[config.mk]
export PLATFORM = sky130hd
export DESIGN_NAME = eos_top
export DESIGN_NICKNAME = d
export VERILOG_FILES = /design/src/pkg/eos_pkg.sv /design/src/pkg/eos_cnt_if.sv /design/src/core/eos_edge_decode.sv /design/src/core/eos_top.sv
export SDC_FILE = /design/constraint.sdc
export NUM_CORES = 1
export LEC_CHECK = 0
export ABC_AREA = 1
export BUFFER_PORTS_ARGS = -buffer_cell sky130_fd_sc_hd__buf_4
export CORE_UTILIZATION = 35
export CTS_CLUSTER_DIAMETER = 30
export DETAILED_ROUTE_END_ITERATION = 12
export HOLD_SLACK_MARGIN = 0.05
export PLACE_DENSITY_LB_ADDON = 0.08
export SYNTH_ARGS = -nofsm -noshare
export SYNTH_HDL_FRONTEND = slang
export SYNTH_SLANG_ARGS = --single-unit
export TNS_END_PERCENT = 1
[constraint.sdc]
create_clock -name REF_CLK_I -period 4 [get_ports REF_CLK_I]
set_clock_uncertainty 0.15 [all_clocks]
set_input_delay 0.2 -clock REF_CLK_I [delete_from_list [all_inputs] [get_ports REF_CLK_I]]
set_output_delay 0.2 -clock REF_CLK_I [all_outputs]
set_load 0.05 [all_outputs]
[src/pkg/eos_pkg.sv]
package eos_pkg;

   typedef logic [1:0] eos_fmt_t;
   typedef logic [8:0] eos_div_t;
   typedef logic [9:0] eos_acc_t;

   // Output and external input signal formats
   localparam eos_fmt_t FMT_STEP_DIR = 2'h0;
   localparam eos_fmt_t FMT_UP_DOWN  = 2'h1;
   localparam eos_fmt_t FMT_QUAD     = 2'h2;

   // Divisor range accepted by the set and gate commands
   localparam eos_div_t DIV_MIN = 9'h001;
   localparam eos_div_t DIV_MAX = 9'h100;

   // Encoder counts per output step pulse at a divisor of one
   localparam int STEP_COUNTS_PER_PULSE = 2;

   // Clock and step pulse timing
   localparam int CLK_PERIOD_NS  = 40;
   localparam int PULSE_HIGH_NS  = 200;
   localparam int PULSE_LOW_NS   = 200;
   localparam int PULSE_HIGH_CYC = (PULSE_HIGH_NS + CLK_PERIOD_NS - 1) / CLK_PERIOD_NS;
   localparam int PULSE_LOW_CYC  = (PULSE_LOW_NS + CLK_PERIOD_NS - 1) / CLK_PERIOD_NS;

   // Reset values of the control state
   localparam logic     RAW_MON_RST = 1'b0;
   localparam logic     DIV_EN_RST  = 1'b0;
   localparam logic     GATE_RST    = 1'b0;
   localparam logic     FB_EXT_RST  = 1'b0;
   localparam eos_div_t DIV_N_RST   = 9'h001;
   localparam eos_fmt_t FMT_RST     = 2'h2;

   typedef enum logic [1:0] {PS_IDLE, PS_HIGH, PS_LOW} eos_pulse_e;

   function automatic eos_acc_t eos_thresh(input eos_div_t div, input eos_fmt_t fmt);
      if (fmt == FMT_QUAD)
         return {1'b0, div};
      else
         return eos_acc_t'(STEP_COUNTS_PER_PULSE * int'(div));
   endfunction : eos_thresh

endpackage : eos_pkg

[src/pkg/eos_cnt_if.sv]
`timescale 1ns/1ps
`default_nettype none
interface eos_cnt_if;
   logic cnt_en;
   logic cnt_up;
   modport src (output cnt_en, output cnt_up);
   modport snk (input cnt_en, input cnt_up);
endinterface : eos_cnt_if
`default_nettype wire

[src/core/eos_edge_decode.sv]
`timescale 1ns/1ps
`default_nettype none
module eos_edge_decode
   import eos_pkg::*;
(
   input  wire logic              clk_i,
   input  wire logic              rst_n_i,
   input  wire logic              line_a_i,
   input  wire logic              line_b_i,
   input  wire eos_pkg::eos_fmt_t fmt_i,
   eos_cnt_if.src                 cnt
);

   logic [1:0] prev_q;
   logic [1:0] prev_d;
   logic       en_q;
   logic       en_d;
   logic       up_q;
   logic       up_d;
   logic       rise_a;
   logic       rise_b;

   always_comb
   begin
      prev_d = {line_b_i, line_a_i};
      rise_a = line_a_i & ~prev_q[0];
      rise_b = line_b_i & ~prev_q[1];
      case (fmt_i)
         FMT_STEP_DIR:
         begin
            en_d = rise_a;
            up_d = line_b_i;
         end
         FMT_UP_DOWN:
         begin
            // Simultaneous up and down steps cancel out
            en_d = rise_a ^ rise_b;
            up_d = rise_a;
         end
         default:
         begin
            // Both phases moving at once is illegal and counts nothing
            en_d = (line_a_i ^ prev_q[0]) ^ (line_b_i ^ prev_q[1]);
            up_d = line_a_i ^ prev_q[1];
         end
      endcase
   end

   always_ff @(posedge clk_i or negedge rst_n_i)
   begin
      if (!rst_n_i)
      begin
         prev_q <= 2'h0;
         en_q   <= 1'b0;
         up_q   <= 1'b0;
      end
      else
      begin
         prev_q <= prev_d;
         en_q   <= en_d;
         up_q   <= up_d;
      end
   end

   assign cnt.cnt_en = en_q;
   assign cnt.cnt_up = up_q;
endmodule : eos_edge_decode
`default_nettype wire

[src/core/eos_top.sv]
// Function
// - Raw monitor drives internal phase A, B and index on I/O lines 1, 2, 3.
// - Raw monitor is an unscaled buffered quadrature copy, no other format.
// - Monitor-on command enables raw output only if lines 1 to 3 are all inputs, else flags an error; monitor-off command disables it.
// - Divided output only divides the count rate, never multiplies it.
// - Divisor accepts any integer from 1 through 256.
// - Step formats at divisor one give one pulse per two counts.
// - Quadrature at divisor one gives one full cycle per four counts.
// - Divisor N above one reduces the output rate by N.
// - Set command enables the divided output and starts it on lines 6 and 7.
// - Set command carries divisor, one of three formats and count source.
// - Triggered mode uses the I/O line 1 level to start and stop output.
// - Clear command disables divided output and releases lines 6 and 7.
// - External source selection derives divided output from external counts.
// - Dual-loop uses external counts for position, internal for commutation.
// - Single-loop command returns to internal encoder for all purposes.
// - External input accepts step-direction, up-down and quadrature formats.
// - Step-direction: each rising step edge one count, direction level selects sense.
// - Up-down: one line counts forward, the other counts reverse.
// - Quadrature: every edge of either phase counts, leading phase gives direction.
`timescale 1ns/1ps
`default_nettype none
module eos_top
   import eos_pkg::*;
(
   input  wire logic              REF_CLK_I,
   input  wire logic              ARST_N_I,
   input  wire logic              ENC_A_I,
   input  wire logic              ENC_B_I,
   input  wire logic              ENC_INDEX_I,
   input  wire logic              EXT_A_I,
   input  wire logic              EXT_B_I,
   input  wire eos_pkg::eos_fmt_t EXT_FORMAT_I,
   input  wire logic              IO1_I,
   input  wire logic [2:0]        IO_LOW_IS_INPUT_I,
   input  wire logic              RAW_MONITOR_ON_CMD_I,
   input  wire logic              RAW_MONITOR_OFF_CMD_I,
   input  wire logic              DIVIDED_OUTPUT_SET_CMD_I,
   input  wire logic              DIVIDED_OUTPUT_GATE_CMD_I,
   input  wire logic              DIVIDED_OUTPUT_CLEAR_CMD_I,
   input  wire eos_pkg::eos_div_t DIVISOR_I,
   input  wire eos_pkg::eos_fmt_t OUT_FORMAT_I,
   input  wire logic              SOURCE_EXT_I,
   input  wire logic              EXTERNAL_FEEDBACK_CMD_I,
   input  wire logic              INTERNAL_FEEDBACK_CMD_I,
   output logic                   IO1_O,
   output logic                   IO1_OE_N_O,
   output logic                   IO2_O,
   output logic                   IO2_OE_N_O,
   output logic                   IO3_O,
   output logic                   IO3_OE_N_O,
   output logic                   IO6_O,
   output logic                   IO6_OE_N_O,
   output logic                   IO7_O,
   output logic                   IO7_OE_N_O,
   output logic                   RAW_MONITOR_EN_O,
   output logic                   MONITOR_ERR_O,
   output logic                   DIVIDED_EN_O,
   output logic                   GATED_O,
   output logic                   FB_EXT_SEL_O,
   output logic                   FB_CNT_EN_O,
   output logic                   FB_CNT_UP_O,
   output logic                   COMM_CNT_EN_O,
   output logic                   COMM_CNT_UP_O
);

   localparam logic [2:0] PULSE_HIGH_W = 3'(PULSE_HIGH_CYC);
   localparam logic [2:0] PULSE_LOW_W  = 3'(PULSE_LOW_CYC);

   // Pin synchroniser: int A, int B, index, ext A, ext B, I/O line 1
   logic [5:0] sync1_q;
   logic [5:0] sync2_q;
   logic       enc_a_s;
   logic       enc_b_s;
   logic       enc_idx_s;
   logic       ext_a_s;
   logic       ext_b_s;
   logic       io1_s;

   always_ff @(posedge REF_CLK_I or negedge ARST_N_I)
   begin
      if (!ARST_N_I)
      begin
         sync1_q <= 6'h00;
         sync2_q <= 6'h00;
      end
      else
      begin
         sync1_q <= {IO1_I, EXT_B_I, EXT_A_I, ENC_INDEX_I, ENC_B_I, ENC_A_I};
         sync2_q <= sync1_q;
      end
   end

   assign enc_a_s   = sync2_q[0];
   assign enc_b_s   = sync2_q[1];
   assign enc_idx_s = sync2_q[2];
   assign ext_a_s   = sync2_q[3];
   assign ext_b_s   = sync2_q[4];
   assign io1_s     = sync2_q[5];

   eos_cnt_if int_cnt ();
   eos_cnt_if ext_cnt ();

   eos_edge_decode u_int_dec (
      .clk_i    (REF_CLK_I),
      .rst_n_i  (ARST_N_I),
      .line_a_i (enc_a_s),
      .line_b_i (enc_b_s),
      .fmt_i    (FMT_QUAD),
      .cnt      (int_cnt.src)
   );

   eos_edge_decode u_ext_dec (
      .clk_i    (REF_CLK_I),
      .rst_n_i  (ARST_N_I),
      .line_a_i (ext_a_s),
      .line_b_i (ext_b_s),
      .fmt_i    (EXT_FORMAT_I),
      .cnt      (ext_cnt.src)
   );

   // Command state
   logic     raw_mon_q;
   logic     raw_mon_d;
   logic     mon_err_q;
   logic     mon_err_d;
   logic     div_en_q;
   logic     div_en_d;
   logic     gate_q;
   logic     gate_d;
   logic     src_ext_q;
   logic     src_ext_d;
   logic     fb_ext_q;
   logic     fb_ext_d;
   eos_div_t div_n_q;
   eos_div_t div_n_d;
   eos_fmt_t fmt_q;
   eos_fmt_t fmt_d;
   logic     cfg_ok;
   logic     load_ok;

   assign cfg_ok  = (DIVISOR_I >= DIV_MIN) && (DIVISOR_I <= DIV_MAX) && (OUT_FORMAT_I != 2'h3);
   assign load_ok = (DIVIDED_OUTPUT_SET_CMD_I || DIVIDED_OUTPUT_GATE_CMD_I) && cfg_ok
                    && !DIVIDED_OUTPUT_CLEAR_CMD_I;

   always_comb
   begin
      raw_mon_d = raw_mon_q;
      mon_err_d = mon_err_q;
      div_en_d  = div_en_q;
      gate_d    = gate_q;
      src_ext_d = src_ext_q;
      fb_ext_d  = fb_ext_q;
      div_n_d   = div_n_q;
      fmt_d     = fmt_q;
      if (RAW_MONITOR_OFF_CMD_I)
      begin
         raw_mon_d = 1'b0;
         mon_err_d = 1'b0;
      end
      else if (RAW_MONITOR_ON_CMD_I)
      begin
         // Driving lines still set as outputs would fight them
         if (&IO_LOW_IS_INPUT_I)
         begin
            raw_mon_d = 1'b1;
            mon_err_d = 1'b0;
         end
         else
            mon_err_d = 1'b1;
      end
      if (DIVIDED_OUTPUT_CLEAR_CMD_I)
      begin
         div_en_d = 1'b0;
         gate_d   = 1'b0;
      end
      else if (load_ok)
      begin
         div_en_d  = 1'b1;
         gate_d    = DIVIDED_OUTPUT_GATE_CMD_I;
         div_n_d   = DIVISOR_I;
         fmt_d     = OUT_FORMAT_I;
         src_ext_d = SOURCE_EXT_I;
      end
      if (INTERNAL_FEEDBACK_CMD_I)
         fb_ext_d = 1'b0;
      else if (EXTERNAL_FEEDBACK_CMD_I)
         fb_ext_d = 1'b1;
   end

   always_ff @(posedge REF_CLK_I or negedge ARST_N_I)
   begin
      if (!ARST_N_I)
      begin
         raw_mon_q <= RAW_MON_RST;
         mon_err_q <= 1'b0;
         div_en_q  <= DIV_EN_RST;
         gate_q    <= GATE_RST;
         src_ext_q <= 1'b0;
         fb_ext_q  <= FB_EXT_RST;
         div_n_q   <= DIV_N_RST;
         fmt_q     <= FMT_RST;
      end
      else
      begin
         raw_mon_q <= raw_mon_d;
         mon_err_q <= mon_err_d;
         div_en_q  <= div_en_d;
         gate_q    <= gate_d;
         src_ext_q <= src_ext_d;
         fb_ext_q  <= fb_ext_d;
         div_n_q   <= div_n_d;
         fmt_q     <= fmt_d;
      end
   end

   // Divider and output generation
   logic       src_en;
   logic       src_up;
   logic       run;
   eos_acc_t   thresh;
   eos_acc_t   acc_q;
   eos_acc_t   acc_d;
   logic       emit;
   logic       emit_up;
   logic [1:0] quad_q;
   logic [1:0] quad_d;
   eos_pulse_e pstate_q;
   eos_pulse_e pstate_d;
   logic [2:0] pcnt_q;
   logic [2:0] pcnt_d;
   logic       dir_q;
   logic       dir_d;
   logic       pulse_start;

   assign src_en = src_ext_q ? ext_cnt.cnt_en : int_cnt.cnt_en;
   assign src_up = src_ext_q ? ext_cnt.cnt_up : int_cnt.cnt_up;
   assign run    = div_en_q && (!gate_q || io1_s);
   assign thresh = eos_thresh(div_n_q, fmt_q);

   always_comb
   begin
      acc_d    = acc_q;
      emit     = 1'b0;
      emit_up  = src_up;
      quad_d   = quad_q;
      pstate_d = pstate_q;
      pcnt_d   = pcnt_q;
      dir_d    = dir_q;
      pulse_start = 1'b0;
      // Modulo counter in [0, thresh) moves both ways, so a reversal
      // retraces the same edge instead of drifting
      if (div_en_q && src_en)
      begin
         if (src_up)
         begin
            if (acc_q == thresh - 10'h001)
            begin
               acc_d = 10'h000;
               emit  = 1'b1;
            end
            else
               acc_d = acc_q + 10'h001;
         end
         else if (acc_q == 10'h000)
         begin
            acc_d = thresh - 10'h001;
            emit  = 1'b1;
         end
         else
            acc_d = acc_q - 10'h001;
      end
      if (fmt_q == FMT_QUAD)
      begin
         if (emit && run)
            quad_d = emit_up ? quad_q + 2'h1 : quad_q - 2'h1;
      end
      // Step pulses are not queued: a step request while a pulse is in
      // flight is lost, which bounds the divided rate to one per 11 cycles
      case (pstate_q)
         PS_IDLE:
         begin
            if (emit && run && fmt_q != FMT_QUAD)
            begin
               pulse_start = 1'b1;
               dir_d       = emit_up;
               pstate_d    = PS_HIGH;
               pcnt_d      = PULSE_HIGH_W - 3'h1;
            end
         end
         PS_HIGH:
         begin
            if (pcnt_q == 3'h0)
            begin
               pstate_d = PS_LOW;
               pcnt_d   = PULSE_LOW_W - 3'h1;
            end
            else
               pcnt_d = pcnt_q - 3'h1;
         end
         PS_LOW:
         begin
            if (pcnt_q == 3'h0)
               pstate_d = PS_IDLE;
            else
               pcnt_d = pcnt_q - 3'h1;
         end
         default:
            pstate_d = PS_IDLE;
      endcase
      if (!div_en_q)
      begin
         acc_d    = 10'h000;
         quad_d   = 2'h0;
         pstate_d = PS_IDLE;
      end
   end

   always_ff @(posedge REF_CLK_I or negedge ARST_N_I)
   begin
      if (!ARST_N_I)
      begin
         acc_q    <= 10'h000;
         quad_q   <= 2'h0;
         pstate_q <= PS_IDLE;
         pcnt_q   <= 3'h0;
         dir_q    <= 1'b0;
      end
      else
      begin
         acc_q    <= acc_d;
         quad_q   <= quad_d;
         pstate_q <= pstate_d;
         pcnt_q   <= pcnt_d;
         dir_q    <= dir_d;
      end
   end

   // Registered pin and status outputs
   logic [2:0] mon_q;
   logic [2:0] mon_d;
   logic       line6_q;
   logic       line6_d;
   logic       line7_q;
   logic       line7_d;
   logic [3:0] cnt_out_q;
   logic [3:0] cnt_out_d;
   logic       step_hi;

   assign step_hi = (pstate_d == PS_HIGH);

   always_comb
   begin
      mon_d = {enc_idx_s, enc_b_s, enc_a_s};
      case (fmt_q)
         FMT_STEP_DIR:
         begin
            line6_d = step_hi;
            line7_d = dir_d;
         end
         FMT_UP_DOWN:
         begin
            line6_d = step_hi && dir_d;
            line7_d = step_hi && !dir_d;
         end
         default:
         begin
            line6_d = quad_d[1] ^ quad_d[0];
            line7_d = quad_d[1];
         end
      endcase
      cnt_out_d = {int_cnt.cnt_up, int_cnt.cnt_en,
                   fb_ext_q ? ext_cnt.cnt_up : int_cnt.cnt_up,
                   fb_ext_q ? ext_cnt.cnt_en : int_cnt.cnt_en};
   end

   always_ff @(posedge REF_CLK_I or negedge ARST_N_I)
   begin
      if (!ARST_N_I)
      begin
         mon_q     <= 3'h0;
         line6_q   <= 1'b0;
         line7_q   <= 1'b0;
         cnt_out_q <= 4'h0;
      end
      else
      begin
         mon_q     <= mon_d;
         line6_q   <= line6_d;
         line7_q   <= line7_d;
         cnt_out_q <= cnt_out_d;
      end
   end

   assign IO1_O            = mon_q[0];
   assign IO2_O            = mon_q[1];
   assign IO3_O            = mon_q[2];
   assign IO1_OE_N_O       = !raw_mon_q;
   assign IO2_OE_N_O       = !raw_mon_q;
   assign IO3_OE_N_O       = !raw_mon_q;
   assign IO6_O            = line6_q;
   assign IO7_O            = line7_q;
   assign IO6_OE_N_O       = !div_en_q;
   assign IO7_OE_N_O       = !div_en_q;
   assign RAW_MONITOR_EN_O = raw_mon_q;
   assign MONITOR_ERR_O    = mon_err_q;
   assign DIVIDED_EN_O     = div_en_q;
   assign GATED_O          = gate_q;
   assign FB_EXT_SEL_O     = fb_ext_q;
   assign FB_CNT_EN_O      = cnt_out_q[0];
   assign FB_CNT_UP_O      = cnt_out_q[1];
   assign COMM_CNT_EN_O    = cnt_out_q[2];
   assign COMM_CNT_UP_O    = cnt_out_q[3];
endmodule : eos_top
`default_nettype wire

==> key figures <==
Outcome
  • Status: finished clean

Power and ir drop
  • Net load switching power: 0.773 mW
  • P per Cell Area: 413 nW/um^2
  • Leak Pwr: 2.29 nW
  • Clock power frac: 26.0%
  • Flop pwr share: 38.8%
  • Combinational fraction of design power: 35.2%
  • Pint: 1.16 mW
  • Net Sw Frac: 40.0%
  • Worst IR Drop VDD: 0.196 mV

Detailed routing
  • Routed len/inst: 12.6 um
  • DRC violations left: 0
  • Routed vias/inst: 4.75
  • Initial DRC Count: 188
  • Final WL: 8840 um
  • TritonRoute pass-1 iters: 4
  • DRT antenna net count: 0
  • Vias: 3327

Placement
  • Port Buffers: 50
  • Placed insts: 656
  • Detailed Place HPWL: 6420 um
  • RD Place Congestion: 0.839
  • Post-DP Area: 4220 um^2

Cells and area
  • Final core utilization: 45.1%
  • Fin nets: 602
  • Area Overhead vs Synth: 24.6%
  • Non-filler instance count after layout: 700
  • Fin area: 4680 um^2
  • Share of layout cells above drive strength 1: 19.9%
  • N_diodes: 0

STA
  • Final critical-path share of the clock period: 85.6%
  • Final setup violation count: 0
  • Least-Margin Pin Slew: 0.781 ns
  • Min Tclk post-route: 3.42 ns
  • RSZ-0062 raised after global routing: false
  • Hold Violations, Final: 0
  • Relative slew slack: 47.9%
  • Setup TNS: 0 ns
  • Fmax: 0.292 GHz
  • Slew Viols, Final: 0

Floorplan
  • Die width: 106 um
  • Core area: 10400 um^2
  • DIE AREA: 11100 um^2
  • Row count: 37
  • Die Y-Extent: 106 um
  • Initial Util: 36.2%
  • Top Ports: 51

Synthesis
  • Synth warn: 0
  • Cells after Synth: 480
  • Synth Cell Area: 3750 um^2
  • Post-synth cell types: 40
  • Yosys top cell area share: 40.0%
  • Post-synthesis sequential area ratio: 41.4%
  • Net Count, Synth: 523
  • Synth area leaders: dfrtp_1 40%, nand2_1 11%, nand3_1 5.7%
  • Synth Register Bits: 62
  • Biggest area consumer among synthesized cells: dfrtp_1
  • Syn_area_per_cell: 7.82 um^2

Clocking
  • Total CTS buffers: 9
  • Clk buf depth: 2
  • Clock sinks: 62
  • H-tree lvl count: 3
  • Clock Latency Late Sink: 0.34 ns
  • Root buffer cell: clkbuf_8
  • Reg clk slew, reported paths: 0.08 ns
  • Post-cts sizing count: 0
  • TritonCTS clock tree: built

Job
  • Max Cap Viol: 0

Global routing
  • GRT Total Usage: 17.2%
  • GR Overflow Total: 0
  • Initial antenna violation count: 0
  • Vias in the first global route: 3220
  • First-pass GRT wire length: 15200 um
  • Largest net degree at the start of global routing: 63

Worst setup path
  • Cell count of the worst reg-to-reg path: 20
  • Critical path class: flop to flop
  • Reg2reg setup slack: 0.58 ns
  • WP data required: 4.12 ns
  • Worst Setup End Kind: flop
  • CP startpoint kind: flop
  • CP Max Fanout: 12
  • Critical Path AT: 3.54 ns

Min path
  • Hold depth: 3
  • Worst min path class: primary input to flop
[power groups by stage]
stage | combinational (mW) | clock (mW) | sequential (mW)
2_1_floorplan | 0.460 | 0 | 0.789
3_3_place_gp | 0.655 | 0 | 0.760
6_report | 0.679 | 0.502 | 0.749
5_1_grt | 0.764 | 0.546 | 0.759
4_1_cts | 0.678 | 0.522 | 0.750
3_5_place_dp | 0.653 | 0 | 0.762
[Yosys cell counts, drive strengths merged]
| cell | count |
|---|---|
| nor3 | 10 |
| nand3 | 46 |
| nor2 | 47 |
| xnor2 | 3 |
| nor3b | 2 |
| xor2 | 14 |
| o311ai | 1 |
| nand3b | 3 |
| a21o | 1 |
| inv | 66 |
| nand4 | 7 |
| o221ai | 2 |
| clkbuf | 4 |
| dfstp | 2 |
| a21oi | 26 |
| o32ai | 3 |
| ha | 11 |
| dfrtp | 60 |
| or2 | 3 |
| nand2 | 120 |
| o22ai | 5 |
| buf | 8 |
| o21ai | 32 |
| a31oi | 4 |
[metrics by stage]
step	hold WS (ns)	power (mW)	worst slack [ns]
floorplan	-0.246	1.25	1.12
global placement	0.159	1.41	0.646
detailed placement	0.161	1.42	0.579
CTS	0.0522	1.95	0.563
global route	0.108	2.07	0.146
finish	0.0672	1.93	0.575
[kinds of logic after synthesis]
group	Yosys count	synth area share [%]
DFF	62	41.4
AOI/OAI and AO/OA	74	11.3
buffers and inverters	78	9.07
adders and majority gates	11	3.67
and+or+nand+nor	238	30.6
xor gates and xnor gates	17	3.97
[area by class of cell]
type	instances	area, um^2
Multi-Input combinational cell	340	1860
Tap cell	136	170
Sequential cell	62	1550
Clock inverter	7	48.8
Timing Repair Buffer	80	671
Inverter	66	250
Clock buffer	9	124
Fill cell	1020	5690
[per-layer routing]
layer / vias up / routed length, um / track usage [%]
li1: 1721 / - / -
met1: 1519 / 4620 / 24.3
met2: 85 / 3890 / 26.9
met3: 2 / 288 / 3.15
met4: 0 / 37 / 4.96
met5: - / 0 / 0
[worst paths after layout]
path | startpoint | endpoint
setup / recovery | fmt_q[1]$_DFFE_PN1P_ | pcnt_q[2]$_DFFE_PN0P_
hold / removal | IO_LOW_IS_INPUT_I[1] | MONITOR_ERR_O$_DFFE_PN0P_
setup reg to reg | fmt_q[1]$_DFFE_PN1P_ | pcnt_q[2]$_DFFE_PN0P_
hold reg to reg | sync1_q[0]$_DFF_PN0_ | sync2_q[0]$_DFF_PN0_
max in group asynchronous | ARST_N_I | div_n_q[4]$_DFFE_PN0P_
min in group asynchronous | ARST_N_I | acc_q[4]$_DFFE_PN0P_
[state kept, by name, indices dropped and copies added (netlist names), 2 cells and up]
name / flops
acc_q: 10
div_n_q: 9
sync1_q: 6
sync2_q: 6
cnt_out_q: 4
pcnt_q: 3
fmt_q: 2
mon_q: 2
pstate_q: 2
quad_q: 2
u_ext_dec.prev_q: 2
[what timing repair did]
action,CTS,global route
setup buffers,0,0
hold buffers,28,0
endpoints found under the setup margin,0,0
endpoints found under the hold margin,85,0
[worst max-delay path, cell delays in order, from the launching register on]
cell and delay, ns:
dfstp_2 0.72, inv_2 0.11, nor2_4 0.20, nand2_2 0.12, ha_1 0.35, xor2_1 0.15
nand2_1 0.06, nor2_1 0.13, nand2_1 0.07, nor2_1 0.08, nand2_1 0.07, nor2_1 0.08
nand2_1 0.09, nor2_4 0.10, nand2_4 0.09, nand2_4 0.15, nand3_1 0.12, a21o_1 0.20
a21oi_4 0.18, nand2_1 0.07, o21ai_1 0.07
[layout by cell type (no fill, tap or decap), types with 3 or more instances in the layout]
cell type | netlist | routed
inv_2 | 8 | 8
nand3b_1 | 3 | 3
xnor2_1 | 3 | 3
o22ai_1 | 5 | 5
o21ai_0 | 25 | 25
dlygate4sd3_1 | 0 | 28
dfrtp_1 | 60 | 60
nor2_1 | 38 | 38
nor3_1 | 9 | 9
o21ai_1 | 5 | 5
a21oi_1 | 25 | 25
nand3_2 | 3 | 3
clkbuf_8 | 0 | 9
nand2_1 | 107 | 107
nand2_4 | 3 | 3
clkinv_2 | 0 | 3
nor2_2 | 3 | 3
a31oi_1 | 4 | 4
ha_1 | 11 | 11
nand3_1 | 43 | 43
nand2_2 | 9 | 9
o32ai_1 | 3 | 3
xor2_1 | 14 | 14
inv_1 | 57 | 57
buf_4 | 3 | 52
nor2_4 | 6 | 6
nand4_1 | 6 | 6
or2_2 | 3 | 3
Note: power is estimated with default switching activity, not from simulation.
